--- config.mk ---
export PLATFORM = sky130hd
export DESIGN_NAME = cell_monitor_self_test_seq
export DESIGN_NICKNAME = d
export VERILOG_FILES = /design/src/self_test_pkg.sv /design/src/cell_monitor_self_test_seq.sv /design/src/status_clock_gate.sv
export SDC_FILE = /design/constraint.sdc
export NUM_CORES = 1
export LEC_CHECK = 0
export BUFFER_PORTS_ARGS = -buffer_cell sky130_fd_sc_hd__buf_2
export CAP_MARGIN = 10
export CORE_UTILIZATION = 55
export CTS_CLUSTER_SIZE = 10
export DETAILED_ROUTE_END_ITERATION = 8
export HOLD_SLACK_MARGIN = 0.12
export PLACE_DENSITY_LB_ADDON = 0.1
export SYNTH_ARGS = -nofsm -noshare
export SYNTH_HDL_FRONTEND = slang
export SYNTH_SLANG_ARGS = --single-unit
--- constraint.sdc ---
create_clock -name clk -period 4.6 [get_ports clk]
set_input_delay 1.15 -clock clk [delete_from_list [all_inputs] [get_ports clk]]
set_output_delay 1.15 -clock clk [all_outputs]
set_load 0.01 [all_outputs]
--- src/self_test_pkg.sv ---
package self_test_pkg;

  // Measurement cycles without an outside request before an automatic self test
  localparam int unsigned AUTO_TEST_CYCLES   = 1024;
  // Width of the automatic test counter
  localparam int unsigned AUTO_CNT_W         = 11;
  // Number of cell channels the multiplexer may visit
  localparam int unsigned MAX_CHANNELS       = 14;
  // Reference tolerance in percent around nominal
  localparam int unsigned REF_TOL_PCT        = 5;
  // Width of the digitised reference and ADC output codes
  localparam int unsigned CODE_W             = 12;
  // Nominal digitised reference code
  localparam logic [11:0] REF_NOMINAL_CODE   = 12'hC00;
  // First decimation filter test pattern; the second is its complement
  localparam logic [11:0] ZEBRA_CODE         = 12'hAAA;
  // Index of the lowest cell channel and of the highest that self test checks for opens
  localparam int unsigned OPEN_CHECK_LO      = 0;
  localparam int unsigned OPEN_CHECK_HI      = 10;
  // Reset level of the pass output
  localparam logic        PASS_RESET         = 1'b1;

  // Self test steps, one-hot
  typedef enum logic [6:0] {
    ST_IDLE    = 7'h01,
    ST_CMP_WIN = 7'h02,
    ST_CMP_UP  = 7'h04,
    ST_CMP_LO  = 7'h08,
    ST_ZEBRA_A = 7'h10,
    ST_ZEBRA_B = 7'h20,
    ST_DONE    = 7'h40
  } step_e;

endpackage : self_test_pkg

--- src/cell_monitor_self_test_seq.sv ---
`timescale 1ns/1ps

module cell_monitor_self_test_seq #(
  parameter int unsigned CHANNELS = self_test_pkg::MAX_CHANNELS
) (
  input  wire logic                clk,
  input  wire logic                reset_n,
  input  wire logic                cycle_start,          // Sequencer starts a cycle
  input  wire logic                cycle_done,           // Sequencer finishes a cycle
  input  wire logic                chan_strobe,          // One channel was converted
  input  wire logic [3:0]          chan_index,           // Channel just converted
  input  wire logic [CHANNELS-1:0] chan_requested,       // Channels wanted this cycle
  input  wire logic                cell_fault,           // Any OV/UV/temperature fault
  input  wire logic                chain_match,          // Chain input tracks enable clock
  input  wire logic                enable_clock_in,
  input  wire logic                enabled,              // Valid enable clock present
  input  wire logic                step_strobe,          // Analog result ready for step
  input  wire logic                cmp_above_lower,      // Comparator: input above lower
  input  wire logic                cmp_below_upper,      // Comparator: input below upper
  input  wire logic [11:0]         ref_code,             // Main reference digitised
  input  wire logic [11:0]         adc_code,             // Decimation filter output
  input  wire logic [CHANNELS-1:0] open_wire_ov,         // OV seen under test pull-down
  input  wire logic                duty_cycle_select_raw,
  input  wire logic                duty_cycle_select_float,
  input  wire logic                self_test_request_n_in,
  output logic                     self_test_request_n_out,
  output logic                     self_test_request_n_oe,
  output logic                     self_test_pass,
  output logic                     self_test_active,     // Cycle being run is a self test
  output logic                     uv_check_enable,      // Undervoltage comparison allowed
  output logic [1:0]               threshold_mode,       // 0 window, 1 upper low, 2 lower high
  output logic                     zebra_select,         // Which test waveform is applied
  output logic                     duty_cycle_select,
  output logic                     status_clock_out,
  output logic                     status_clock_out_n
);

  // Elaboration check: channel index is four bits wide
  if (CHANNELS < 2 || CHANNELS > 16) begin : g_chk
    $error("CHANNELS must be between 2 and 16");
  end

  // Reset release through two flops
  logic rst_meta_r;
  logic rst_n;
  always_ff @(posedge clk or negedge reset_n) begin
    if (!reset_n) begin
      rst_meta_r <= 1'b0;
      rst_n      <= 1'b0;
    end else begin
      rst_meta_r <= 1'b1;
      rst_n      <= rst_meta_r;
    end
  end

  // Request line synchroniser and falling edge detector
  logic req_meta_r;  // First stage, read only by second
  logic req_sync_r;
  logic req_prev_r;
  logic req_fall;
  always_ff @(posedge clk or negedge rst_n) begin
    if (!rst_n) begin
      req_meta_r <= 1'b1;
      req_sync_r <= 1'b1;
      req_prev_r <= 1'b1;
    end else begin
      req_meta_r <= self_test_request_n_in;
      req_sync_r <= req_meta_r;
      req_prev_r <= req_sync_r;
    end
  end
  // Our own pull-down also appears on the line, so edges during a test are ours
  assign req_fall = req_prev_r & ~req_sync_r & ~self_test_active;

  // Quiet-cycle counter for the automatic test
  logic [self_test_pkg::AUTO_CNT_W-1:0] quiet_cnt_r;
  logic                                 auto_due;
  assign auto_due = (quiet_cnt_r == (self_test_pkg::AUTO_CNT_W)'(self_test_pkg::AUTO_TEST_CYCLES - 1));
  always_ff @(posedge clk or negedge rst_n) begin
    if (!rst_n) begin
      quiet_cnt_r <= '0;
    end else if (req_fall || (cycle_done && self_test_active)) begin
      quiet_cnt_r <= '0; // Any outside request or finished test restarts the count
    end else if (cycle_done && !auto_due) begin
      quiet_cnt_r <= quiet_cnt_r + 1'b1;
    end
  end

  // Pending request: many edges merge into one test
  logic pending_r;
  always_ff @(posedge clk or negedge rst_n) begin
    if (!rst_n) begin
      pending_r <= 1'b0;
    end else if (req_fall || (cycle_done && auto_due && !self_test_active)) begin
      pending_r <= 1'b1;
    end else if (cycle_start && !self_test_active) begin
      pending_r <= 1'b0; // Consumed as the next cycle turns into a self test
    end
  end

  // Self test cycle flag: the whole next cycle is given to the test, so a fresh
  // cell fault is reported one cycle later
  always_ff @(posedge clk or negedge rst_n) begin
    if (!rst_n) begin
      self_test_active <= 1'b0;
    end else if (cycle_start && pending_r && !self_test_active) begin
      self_test_active <= 1'b1;
    end else if (cycle_done) begin
      self_test_active <= 1'b0;
    end
  end

  // Open-collector line pulled low while testing
  always_ff @(posedge clk or negedge rst_n) begin
    if (!rst_n) begin
      self_test_request_n_out <= 1'b1;
      self_test_request_n_oe  <= 1'b0;
    end else begin
      self_test_request_n_out <= 1'b0;
      self_test_request_n_oe  <= (cycle_start && pending_r) || (self_test_active && !cycle_done);
    end
  end

  // Undervoltage check is skipped during tests to avoid pull-down false failures
  always_ff @(posedge clk or negedge rst_n) begin
    if (!rst_n) begin
      uv_check_enable <= 1'b1;
    end else begin
      uv_check_enable <= !((cycle_start && pending_r) || (self_test_active && !cycle_done));
    end
  end

  // Channel coverage: mark each converted channel, compare at cycle end
  logic [CHANNELS-1:0] seen_r;
  logic                skip_err_r; // A cycle, self test or not, skipped a channel
  always_ff @(posedge clk or negedge rst_n) begin
    if (!rst_n) begin
      seen_r <= '0;
    end else if (cycle_start) begin
      seen_r <= '0;
    end else if (chan_strobe && (int'(chan_index) < CHANNELS)) begin
      seen_r[chan_index] <= 1'b1;
    end
  end
  always_ff @(posedge clk or negedge rst_n) begin
    if (!rst_n) begin
      skip_err_r <= 1'b0;
    end else if (cycle_done && ((chan_requested & ~seen_r) != '0)) begin
      skip_err_r <= 1'b1; // set wins over the clear below
    end else if (cycle_done && self_test_active) begin
      skip_err_r <= 1'b0;
    end
  end

  // Reference tolerance check: band of nominal plus/minus the percentage
  function automatic logic ref_out_of_band(input logic [11:0] code);
    logic [15:0] dev;
    dev = (code > self_test_pkg::REF_NOMINAL_CODE) ?
          16'(code - self_test_pkg::REF_NOMINAL_CODE) :
          16'(self_test_pkg::REF_NOMINAL_CODE - code);
    return (32'(dev) * 32'd100) >
           (32'(self_test_pkg::REF_NOMINAL_CODE) * 32'(self_test_pkg::REF_TOL_PCT));
  endfunction : ref_out_of_band

  // Open wire on the checked lower inputs shows as overvoltage under the test sink
  logic [CHANNELS-1:0] open_mask;
  for (genvar g = 0; g < CHANNELS; g++) begin : g_open
    assign open_mask[g] = (g >= self_test_pkg::OPEN_CHECK_LO) &&
                          (g <= self_test_pkg::OPEN_CHECK_HI);
  end

  // Self test step sequencer
  self_test_pkg::step_e step_r;
  logic                 fail_r;   // Failure accumulated in this test
  always_ff @(posedge clk or negedge rst_n) begin
    if (!rst_n) begin
      step_r <= self_test_pkg::ST_IDLE;
    end else begin
      case (step_r)
        self_test_pkg::ST_IDLE:    if (cycle_start && pending_r && !self_test_active)
                                     step_r <= self_test_pkg::ST_CMP_WIN;
        self_test_pkg::ST_CMP_WIN: if (step_strobe) step_r <= self_test_pkg::ST_CMP_UP;
        self_test_pkg::ST_CMP_UP:  if (step_strobe) step_r <= self_test_pkg::ST_CMP_LO;
        self_test_pkg::ST_CMP_LO:  if (step_strobe) step_r <= self_test_pkg::ST_ZEBRA_A;
        self_test_pkg::ST_ZEBRA_A: if (step_strobe) step_r <= self_test_pkg::ST_ZEBRA_B;
        self_test_pkg::ST_ZEBRA_B: if (step_strobe) step_r <= self_test_pkg::ST_DONE;
        self_test_pkg::ST_DONE:    if (cycle_done) step_r <= self_test_pkg::ST_IDLE;
        default:                   step_r <= self_test_pkg::ST_IDLE;
      endcase
      if (cycle_done && step_r != self_test_pkg::ST_DONE) begin
        step_r <= self_test_pkg::ST_IDLE; // Cycle ended early: abandoned test
      end
    end
  end

  // Check each step result and collect failures
  always_ff @(posedge clk or negedge rst_n) begin
    if (!rst_n) begin
      fail_r <= 1'b0;
    end else if (step_r == self_test_pkg::ST_IDLE) begin
      fail_r <= 1'b0;
    end else if (step_strobe) begin
      case (step_r)
        // Inside the narrow window both comparators agree; reference checked too
        self_test_pkg::ST_CMP_WIN: if (!(cmp_above_lower && cmp_below_upper) ||
                                       ref_out_of_band(ref_code)) fail_r <= 1'b1;
        self_test_pkg::ST_CMP_UP:  if (cmp_below_upper) fail_r <= 1'b1;
        self_test_pkg::ST_CMP_LO:  if (cmp_above_lower) fail_r <= 1'b1;
        self_test_pkg::ST_ZEBRA_A: if (adc_code != self_test_pkg::ZEBRA_CODE) fail_r <= 1'b1;
        self_test_pkg::ST_ZEBRA_B: if (adc_code != ~self_test_pkg::ZEBRA_CODE) fail_r <= 1'b1;
        default:                   fail_r <= fail_r;
      endcase
    end else if ((open_wire_ov & open_mask) != '0 && step_r != self_test_pkg::ST_DONE) begin
      fail_r <= 1'b1;
    end
  end

  // Step outputs steering the analog path
  always_ff @(posedge clk or negedge rst_n) begin
    if (!rst_n) begin
      threshold_mode <= 2'h0;
      zebra_select   <= 1'b0;
    end else begin
      threshold_mode <= (step_r == self_test_pkg::ST_CMP_UP) ? 2'h1 :
                        (step_r == self_test_pkg::ST_CMP_LO) ? 2'h2 : 2'h0;
      zebra_select   <= (step_r == self_test_pkg::ST_ZEBRA_B);
    end
  end

  // Pass output: updated only when a test completes, failure never halts monitoring
  always_ff @(posedge clk or negedge rst_n) begin
    if (!rst_n) begin
      self_test_pass <= self_test_pkg::PASS_RESET;
    end else if (cycle_done && step_r == self_test_pkg::ST_DONE) begin
      self_test_pass <= !(fail_r || skip_err_r);
    end
  end

  // Floating configuration input falls to the shortest duty cycle
  always_ff @(posedge clk or negedge rst_n) begin
    if (!rst_n) begin
      duty_cycle_select <= 1'b1;
    end else begin
      duty_cycle_select <= duty_cycle_select_float | duty_cycle_select_raw;
    end
  end

  // Status clock is independent of test result; chain break stops it
  status_clock_gate u_gate (
    .clk                (clk),
    .rst_n              (rst_n),
    .cycle_done         (cycle_done),
    .all_ok             (enabled && chain_match && !cell_fault),
    .enable_clock_in    (enable_clock_in),
    .status_clock_out   (status_clock_out),
    .status_clock_out_n (status_clock_out_n)
  );
endmodule : cell_monitor_self_test_seq

--- src/status_clock_gate.sv ---
`timescale 1ns/1ps

// Status clock gate: arms or disarms the status clock only at cycle ends
module status_clock_gate (
  input  wire logic clk,
  input  wire logic rst_n,
  input  wire logic cycle_done,     // One-cycle pulse at the end of a measurement cycle
  input  wire logic all_ok,         // Stack healthy, chain matching, cells in window
  input  wire logic enable_clock_in,
  output logic      status_clock_out,
  output logic      status_clock_out_n
);

  logic armed_r; // Decision latched at the last cycle end

  // Decision is taken only at the end of a cycle, never part way
  always_ff @(posedge clk or negedge rst_n) begin
    if (!rst_n) begin
      armed_r <= 1'b0;
    end else if (cycle_done) begin
      armed_r <= all_ok;
    end
  end

  // Follows the enable clock in phase when armed, else true low and complement high
  always_ff @(posedge clk or negedge rst_n) begin
    if (!rst_n) begin
      status_clock_out   <= 1'b0;
      status_clock_out_n <= 1'b1;
    end else begin
      status_clock_out   <= armed_r & enable_clock_in;
      status_clock_out_n <= ~(armed_r & enable_clock_in);
    end
  end
endmodule : status_clock_gate

==> metrics.md, run 1 <==
| Metric | Value |
|---|---|
| Status | finished with violations |
| Violated checks | setup timing |
| Clock transition at the registers of the reported paths | around 90 ps |
| Avg Cell Area, Syn | approximately 9.3 sq um |
| Total Routed Length | about 9.3 mm |
| Peak VDD IR | about 0.21 mV |
| Power per cell area | 410 mW/mm^2 |
| Cell count after synthesis | 430 |
| IO buf count | between 70 and 80 |
| Met2 wire length | roughly 4.9 mm |
| Main combinational cell family by area after synthesis | adder cells |
| Crit-path max FO | 3 |
| Worst Tran Pin Value | between 1000 and 1500 ps |
| CTS Buf Count | 5 |
| Slew Viols, Final | 0 |
| # rows | 30 |
| Number of distinct library cells after synthesis | 61 |
| Routed vias | around 3,600 |
| Ys flop type | dfrtp_1 |
| Post-synthesis mux area share | between 2 and 2.5% |
| DRT antenna net count | 0 |
| Largest net degree at the start of global routing | 51 |
| Dpl ws | -880 ps |
| Synth top area share | between 20% and 30% |
| DR WL met3 | ~260 um |
| CTS Root Cell | clkbuf_8 |
| Final hold viol count | 0 |
| Post-synthesis adder-cell area fraction | between 15 and 20% |
| Synth Area in Simple Gates | between 10% and 20% |
| Post-route DRC violation count | 0 |
| Slew Limit Headroom | ~31% |
| Utilization after layout | roughly 77% |
| Design area | ~0.0053 sq mm |
| CTS tree | yes |
| Placed Area | 0.00499 sq mm |
| Vias per inst | approximately 5.4 |
| WL/cell | about 14 um |
| Worst-Skew Late Latency | 310 ps |
| Hold buffers post-CTS | 0 |
| Synth top cells by count | inv_1, ha_1, nor2_1, dfrtp_1, a21oi_1 |
| Chip width | 87.3 um |
| Final period utilization | 107% |
| EDFF count, synth | 0 |
| Yosys reg bits | 52 |
| H-tree depth | 2 |
| CP required | between 4000 and 5000 ps |
| Top cells by area, synth | dfrtp_1, ha_1, dfstp_2 |
| Core footprint | 0.00691 sq mm |
| Hold/Removal Path Class | register to register |
| Lkg Pwr | between 2 and 3 nW |
| Final setup violation count | 1 |
| Setup ws final | -316 ps |
| Area growth syn-to-layout | 32.4% |
| Die Span Y | about 87 um |
| Iter 0 DRT Violations | roughly 120 |
| Register area | about 0.0013 sq mm |
| Share of layout cells above drive strength 1 | 34.1% |
| Deepest clock path buffer count | 2 |
| Fillers | about 490 |
| Syn nets | approximately 560 |
| Setup CP Type | input port to register |
| Total Routing Usage GR | about a quarter |
| Post-synth ARST share | between 90% and 100% |
| Post-DP HPWL | between 6 and 7 mm |
| Element type at the critical path end | register |
| Critical Path Source | ref_code[1] |
| Highest metal used | met4 |
| Xor/xnor share of the synthesized area | under 10% |
| Worst EP arrival | 5110 ps |
| Initial antenna violation count | 0 |
| Nets | a little under 700 |
| Area of the multi-input gates | 0.00270 sq mm |
| Hold Crit Start | req_meta_r$_DFF_PN1_ |
| Clock Skew | ~6 ps |
| Hold Slack | between 300 and 400 ps |
| Total grt overflow | 0 |
| N_diodes | 0 |
| Most frequent cell after synthesis | inv_1 |
| Sequential fraction of the synthesis area | 32.8% |
| Initial Utilization | 57.9% |
| RSZ-0062 raised after global routing | true |
| Die footprint | 0.00762 sq mm |
| Ports | just over 80 |
| Global-route wire length before repair | between 10 and 15 mm |
| Drt first pass iters | 4 |
| Power after layout | between 2 and 2.5 mW |
| Max Cap Viol | 0 |
| Largest area contributor in the netlist | dfrtp_1 |
| WL met1 | just under 4 mm |
| Final min period | just under 5000 ps |
| Vias in the first global route | around 3,500 |
| Critical R2R Launch | step_r[3]$_DFFE_PN0P_ |
| Syn Std Cell Area | 0.00400 sq mm |
| Startpoint Class | input port |
| Clock sinks | 52 |
| GP Congestion | 0.811 |
| Fmax | ~0.2 GHz |
| Fraction of the mapped netlist area in compound gates | between 10% and 20% |
| Number of synthesis warnings | 0 |
-- repair_timing --
item	CTS	global route
gates resized for setup	18	6
buffers inserted	1	1
endpoints found under the setup margin	1	1
pin swaps	15	7
cloned	0	0
-- worst paths after layout --
kind | end | slack (ps) | cells after the start
max in group asynchronous | self_test_active$_DFFE_PN0P_ | 3510 | 0
hold reg to reg | req_sync_r$_DFF_PN1_ | 360 | 0
setup / recovery | fail_r$_DFFE_PN0P_ | -320 | 18
hold / removal | req_sync_r$_DFF_PN1_ | 360 | 0
min in group asynchronous | quiet_cnt_r[9]$_DFFE_PN0P_ | 460 | 0
setup reg to reg | fail_r$_DFFE_PN0P_ | 2280 | 8
-- layout by cell type (no fill, tap or decap), drive strengths merged, types with 4 or more instances in the layout --
master  Yosys  final
o22ai       7      7
nor4        8      8
nor4bb      4      4
nand3      10     10
o21a        4      4
dfstp       9      9
nor3        6      6
mux2i       8      8
xnor2      16     16
or4         4      4
a31oi       7      7
nand2b      9      9
fa         11     11
nor2       44     44
buf         1    138
o41ai       4      4
nand2      16     16
xor2       16     16
a21oi      23     23
o31ai       5      5
dfrtp      43     43
o21ai      18     18
ha         44     44
clkbuf      6      6
nor2b       4      4
inv        55     56
nand4       4      4
-- per-layer routing --
| metal | vias up | GRT usage (%) |
|---|---|---|
| li1 | 1793 | - |
| met1 | 1738 | 29.1 |
| met2 | 69 | 46.4 |
| met3 | 13 | 3.60 |
| met4 | 0 | 4.92 |
| met5 | - | 0 |
-- registers in the layout (all words and copies together) (netlist names) --
name and count:
req_meta_r 1, rst_n 1, self_test_active 1, rst_meta_r 1, req_prev_r 1, self_test_request_n_oe 1, self_test_request_n_out 1, u_gate.armed_r 1
threshold_mode 2, quiet_cnt_r 11, req_sync_r 1, uv_check_enable 1, pending_r 1, u_gate.status_clock_out_n 1, duty_cycle_select 1, step_r 7
seen_r 14, skip_err_r 1, self_test_pass 1, u_gate.status_clock_out 1, fail_r 1, zebra_select 1
-- logic make-up after synthesis --
family / count (synthesis)
AND/OR/NAND/NOR: 126
AO/OA/AOI/OAI: 92
buffers and inverters: 62
adder cells (fa/ha/maj): 55
flip-flops: 52
XOR/XNOR: 32
multiplexers: 9
other: 2
-- per-stage QoR --
stage,instances,TNS (ps)
floorplan,430,-476
global placement,655,-801
detailed placement,655,-880
CTS,664,-286
global route,665,-478
finish,665,-316
-- report_power, final --
| group | switching [mW] | total (mW) | internal, mW |
|---|---|---|---|
| clock network | 0.150 | 0.314 | 0.164 |
| registers | 0.0418 | 0.546 | 0.504 |
| logic | 0.648 | 1.31 | 0.662 |
-- cell type report --
class	count	area share [%]
multi-input cells	316	51.0
clock inverters	2	0.733
repair buffers	138	15.9
flip-flops and latches	52	24.8
well taps	96	2.27
clock buffers	6	1.37
inverters	55	3.90
-- critical path, cell delays in order --
cell and delay [ps]:
buf_2 100, buf_4 130, or4_1 510, buf_4 180, o41ai_1 310, xor2_1 140, mux2_1 350, ha_1 210
inv_1 70, fa_1 430, fa_1 510, inv_1 40, ha_1 190, or3_1 340, mux2i_1 140, o21ai_1 70
mux2i_1 130, a31oi_1 90
Power figures use the tool's default switching activity.
==> run 2, diff against run 1 <==
--- a/config.mk
+++ b/config.mk
@@ -7,11 +7,14 @@
 export LEC_CHECK = 0
 export BUFFER_PORTS_ARGS = -buffer_cell sky130_fd_sc_hd__buf_2
 export CAP_MARGIN = 10
-export CORE_UTILIZATION = 55
+export CELL_PAD_IN_SITES_DETAIL_PLACEMENT = 1
+export CELL_PAD_IN_SITES_GLOBAL_PLACEMENT = 2
+export CORE_UTILIZATION = 37
 export CTS_CLUSTER_SIZE = 10
 export DETAILED_ROUTE_END_ITERATION = 8
 export HOLD_SLACK_MARGIN = 0.12
 export PLACE_DENSITY_LB_ADDON = 0.1
+export SLEW_MARGIN = 0
 export SYNTH_ARGS = -nofsm -noshare
 export SYNTH_HDL_FRONTEND = slang
 export SYNTH_SLANG_ARGS = --single-unit
==> run 2 against run 1 <==
Against the previous run: the run still ends with setup timing left; combinational power rose by 7%; critical path depth unchanged; via count grew 1.3%; total power up 2.0%; clock skew up 11 ps; highest routed layer unchanged; worst hold slack gained 1.0 ps; count of clock-buffer cells in the layout is the same; worst setup slack got worse by 180 ps.
==> metrics.md, run 2 (synthesis results as in run 1) <==
| Metric | Value |
|---|---|
| Startpoint Class | input port |
| Ports | 82 (unchanged) |
| Slowest cell on crit path | fa_1 |
| H-tree depth | 2 (unchanged) |
| # rows | 37 (+23%) |
| Slew Viols, Final | 0 (unchanged) |
| Nets | 701 (+1.0%) |
| Most frequent cells in the layout | buf_2, buf_4, inv_1 |
| Slew Limit Headroom | 26.7% (-4.6 points) |
| Largest registers | seen_r: 14 flops, quiet_cnt_r: 11 flops, step_r: 7 flops |
| Die footprint | 0.0112 sq mm (+47%) |
| Worst-Skew Late Latency | 320 ps (about the same) |
| Element type at the critical path end | register |
| Iter 0 DRT Violations | 88 (-28%) |
| Peak VDD IR | 0.145 mV (-30%) |
| RSZ-0062 raised after global routing | true |
| Violated checks | setup timing |
| Share of layout cells above drive strength 1 | 36.5% (+2.4 points) |
| Worst Tran Pin Value | 1100 ps (+69.4 ps) |
| CP required | 4800 ps (about the same) |
| Routed vias | 3,661 (+1.3%) |
| Final hold viol count | 0 (unchanged) |
| Crit-path max FO | 5 (+2) |
| Initial Utilization | 38.4% (-20 points) |
| Dpl ws | -976 ps (-95.8 ps) |
| Fillers | 1,223 (+150%) |
| Total Routed Length | 11.0 mm (+18%) |
| Fmax | 0.196 GHz (-3.6%) |
| Power per cell area | 406 mW/mm^2 (-0.89%) |
| Status | finished with violations |
| IO buf count | 78 (unchanged) |
| Hold Slack | 363 ps (+1.03 ps) |
| GP Congestion | 0.798 (-1.6%) |
| Largest Register | seen_r |
| Largest net degree at the start of global routing | 51 (unchanged) |
| Final setup violation count | 1 (unchanged) |
| Most common cell after layout, fill and taps aside | buf_2 |
| Power after layout | 2.22 mW (+2.0%) |
| Drt first pass iters | 4 (unchanged) |
| WL/cell | 15.4 um (+10%) |
| Lkg Pwr | 2.62 nW (+1.1%) |
| Critical path, cell by cell | buf_6 > or4_4 > nor4b_4 > nand2b_4 > buf_6 > o41ai_4 > xnor2_2 > ha_1 > ha_4 > fa_1 > ha_4 > o21a_1 > o211ai_1 > o31ai_4 > mux2i_1 > o21ai_1 > mux2i_1 > a31oi_1 |
| Final period utilization | 111% (+4.0 points) |
| CTS Buf Count | 5 (unchanged) |
| Setup ws final | -499 ps (-183 ps) |
| Vias in the first global route | 3,930 (+12%) |
| Slowest stage delay, CP | 560 ps (+50 ps) |
| Hold/Removal Path Class | register to register |
| Core footprint | 0.0104 sq mm (+51%) |
| Clock sinks | 52 (unchanged) |
| Clock Skew | 17.1 ps (+11.0 ps) |
| Area growth syn-to-layout | 36.3% |
| N_diodes | 0 (unchanged) |
| Max Cap Viol | 0 (unchanged) |
| Total Routing Usage GR | 19.7% (-4.7 points) |
| Clock transition at the registers of the reported paths | 100 ps (about the same) |
| Final min period | 5100 ps (+183 ps) |
| CTS tree | yes |
| Worst EP arrival | 5300 ps (+190 ps) |
| Die Span Y | 106 um (+21%) |
| Total grt overflow | 0 (unchanged) |
| Global-route wire length before repair | 17.9 mm (+20%) |
| CTS Root Cell | clkbuf_8 |
| Chip width | 106 um (+21%) |
| Post-route DRC violation count | 0 (unchanged) |
| Initial antenna violation count | 0 (unchanged) |
| DRT antenna net count | 0 (unchanged) |
| Deepest clock path buffer count | 2 (unchanged) |
| Post-DP HPWL | 7.99 mm (+14%) |
| Largest register FFs | 14 (unchanged) |
| Vias per inst | 5.14 (-5.4%) |
| Setup CP Type | input port to register |
## run 2: worst paths after layout
kind | to | depth (start not counted) | start | slack [ps]
min | req_sync_r$_DFF_PN1_ | 0 | req_meta_r$_DFF_PN1_ | 360
max in group asynchronous | u_gate.armed_r$_DFFE_PN0P_ | 0 | rst_n$_DFF_PN0_ | 3420
max | fail_r$_DFFE_PN0P_ | 18 | ref_code[5] | -500
min reg2reg | req_sync_r$_DFF_PN1_ | 0 | req_meta_r$_DFF_PN1_ | 360
min in group asynchronous | quiet_cnt_r[2]$_DFFE_PN0P_ | 0 | rst_n$_DFF_PN0_ | 480
max reg2reg | step_r[1]$_DFFE_PN0P_ | 6 | step_r[3]$_DFFE_PN0P_ | 2170
## run 2: per-layer routing
metal	track usage (%)	up-vias	routed length [um]
li1	-	1797	-
met1	24.1	1793	4670
met2	36.4	54	5830
met3	2.82	17	266
met4	4.56	0	203
met5	0	-	0
## run 2: where the power goes
group / leakage, nW / internal [mW] / switching, mW
logic: 1.91 / 0.708 / 0.695
clock network: 0.0412 / 0.107 / 0.159
registers: 0.674 / 0.504 / 0.0424
## run 2: area by class of cell
cell class / count / area (sq um) / share of cell area, %
Clock buffer: 6 / 72.6 / 1.33
Clock inverter: 2 / 12.5 / 0.230
Inverter: 55 / 206 / 3.79
Multi-Input combinational cell: 316 / 2760 / 50.6
Sequential cell: 52 / 1310 / 24.1
Tap cell: 136 / 170 / 3.12
Timing Repair Buffer: 145 / 917 / 16.8
## run 2: critical path: cells and delay by family
kind / cells / cell delay (ps)
buf+inv: 2 / 230
fa+ha+maj: 4 / 1450
xor+xnor: 1 / 160
compound gates: 6 / 840
mux: 2 / 370
simple gates: 3 / 1080
## run 2: repair_timing
| item | CTS | global route |
|---|---|---|
| pin swaps | 22 | 27 |
| hold buffers | 0 | 0 |
| setup buffers | 10 | 4 |
| setup endpoints to repair | 1 | 1 |
| resized for setup | 18 | 19 |
## run 2: through the flow
step | TNS (ps) | area, sq um | utilization (%) | instances
detailed placement | -976 | 5010 | 48.1 | 692
global placement | -803 | 5010 | 48.1 | 692
global route | -636 | 5450 | 52.3 | 712
CTS | -331 | 5320 | 51.1 | 710
finish | -499 | 5450 | 52.3 | 712
floorplan | -476 | 4080 | - | 430
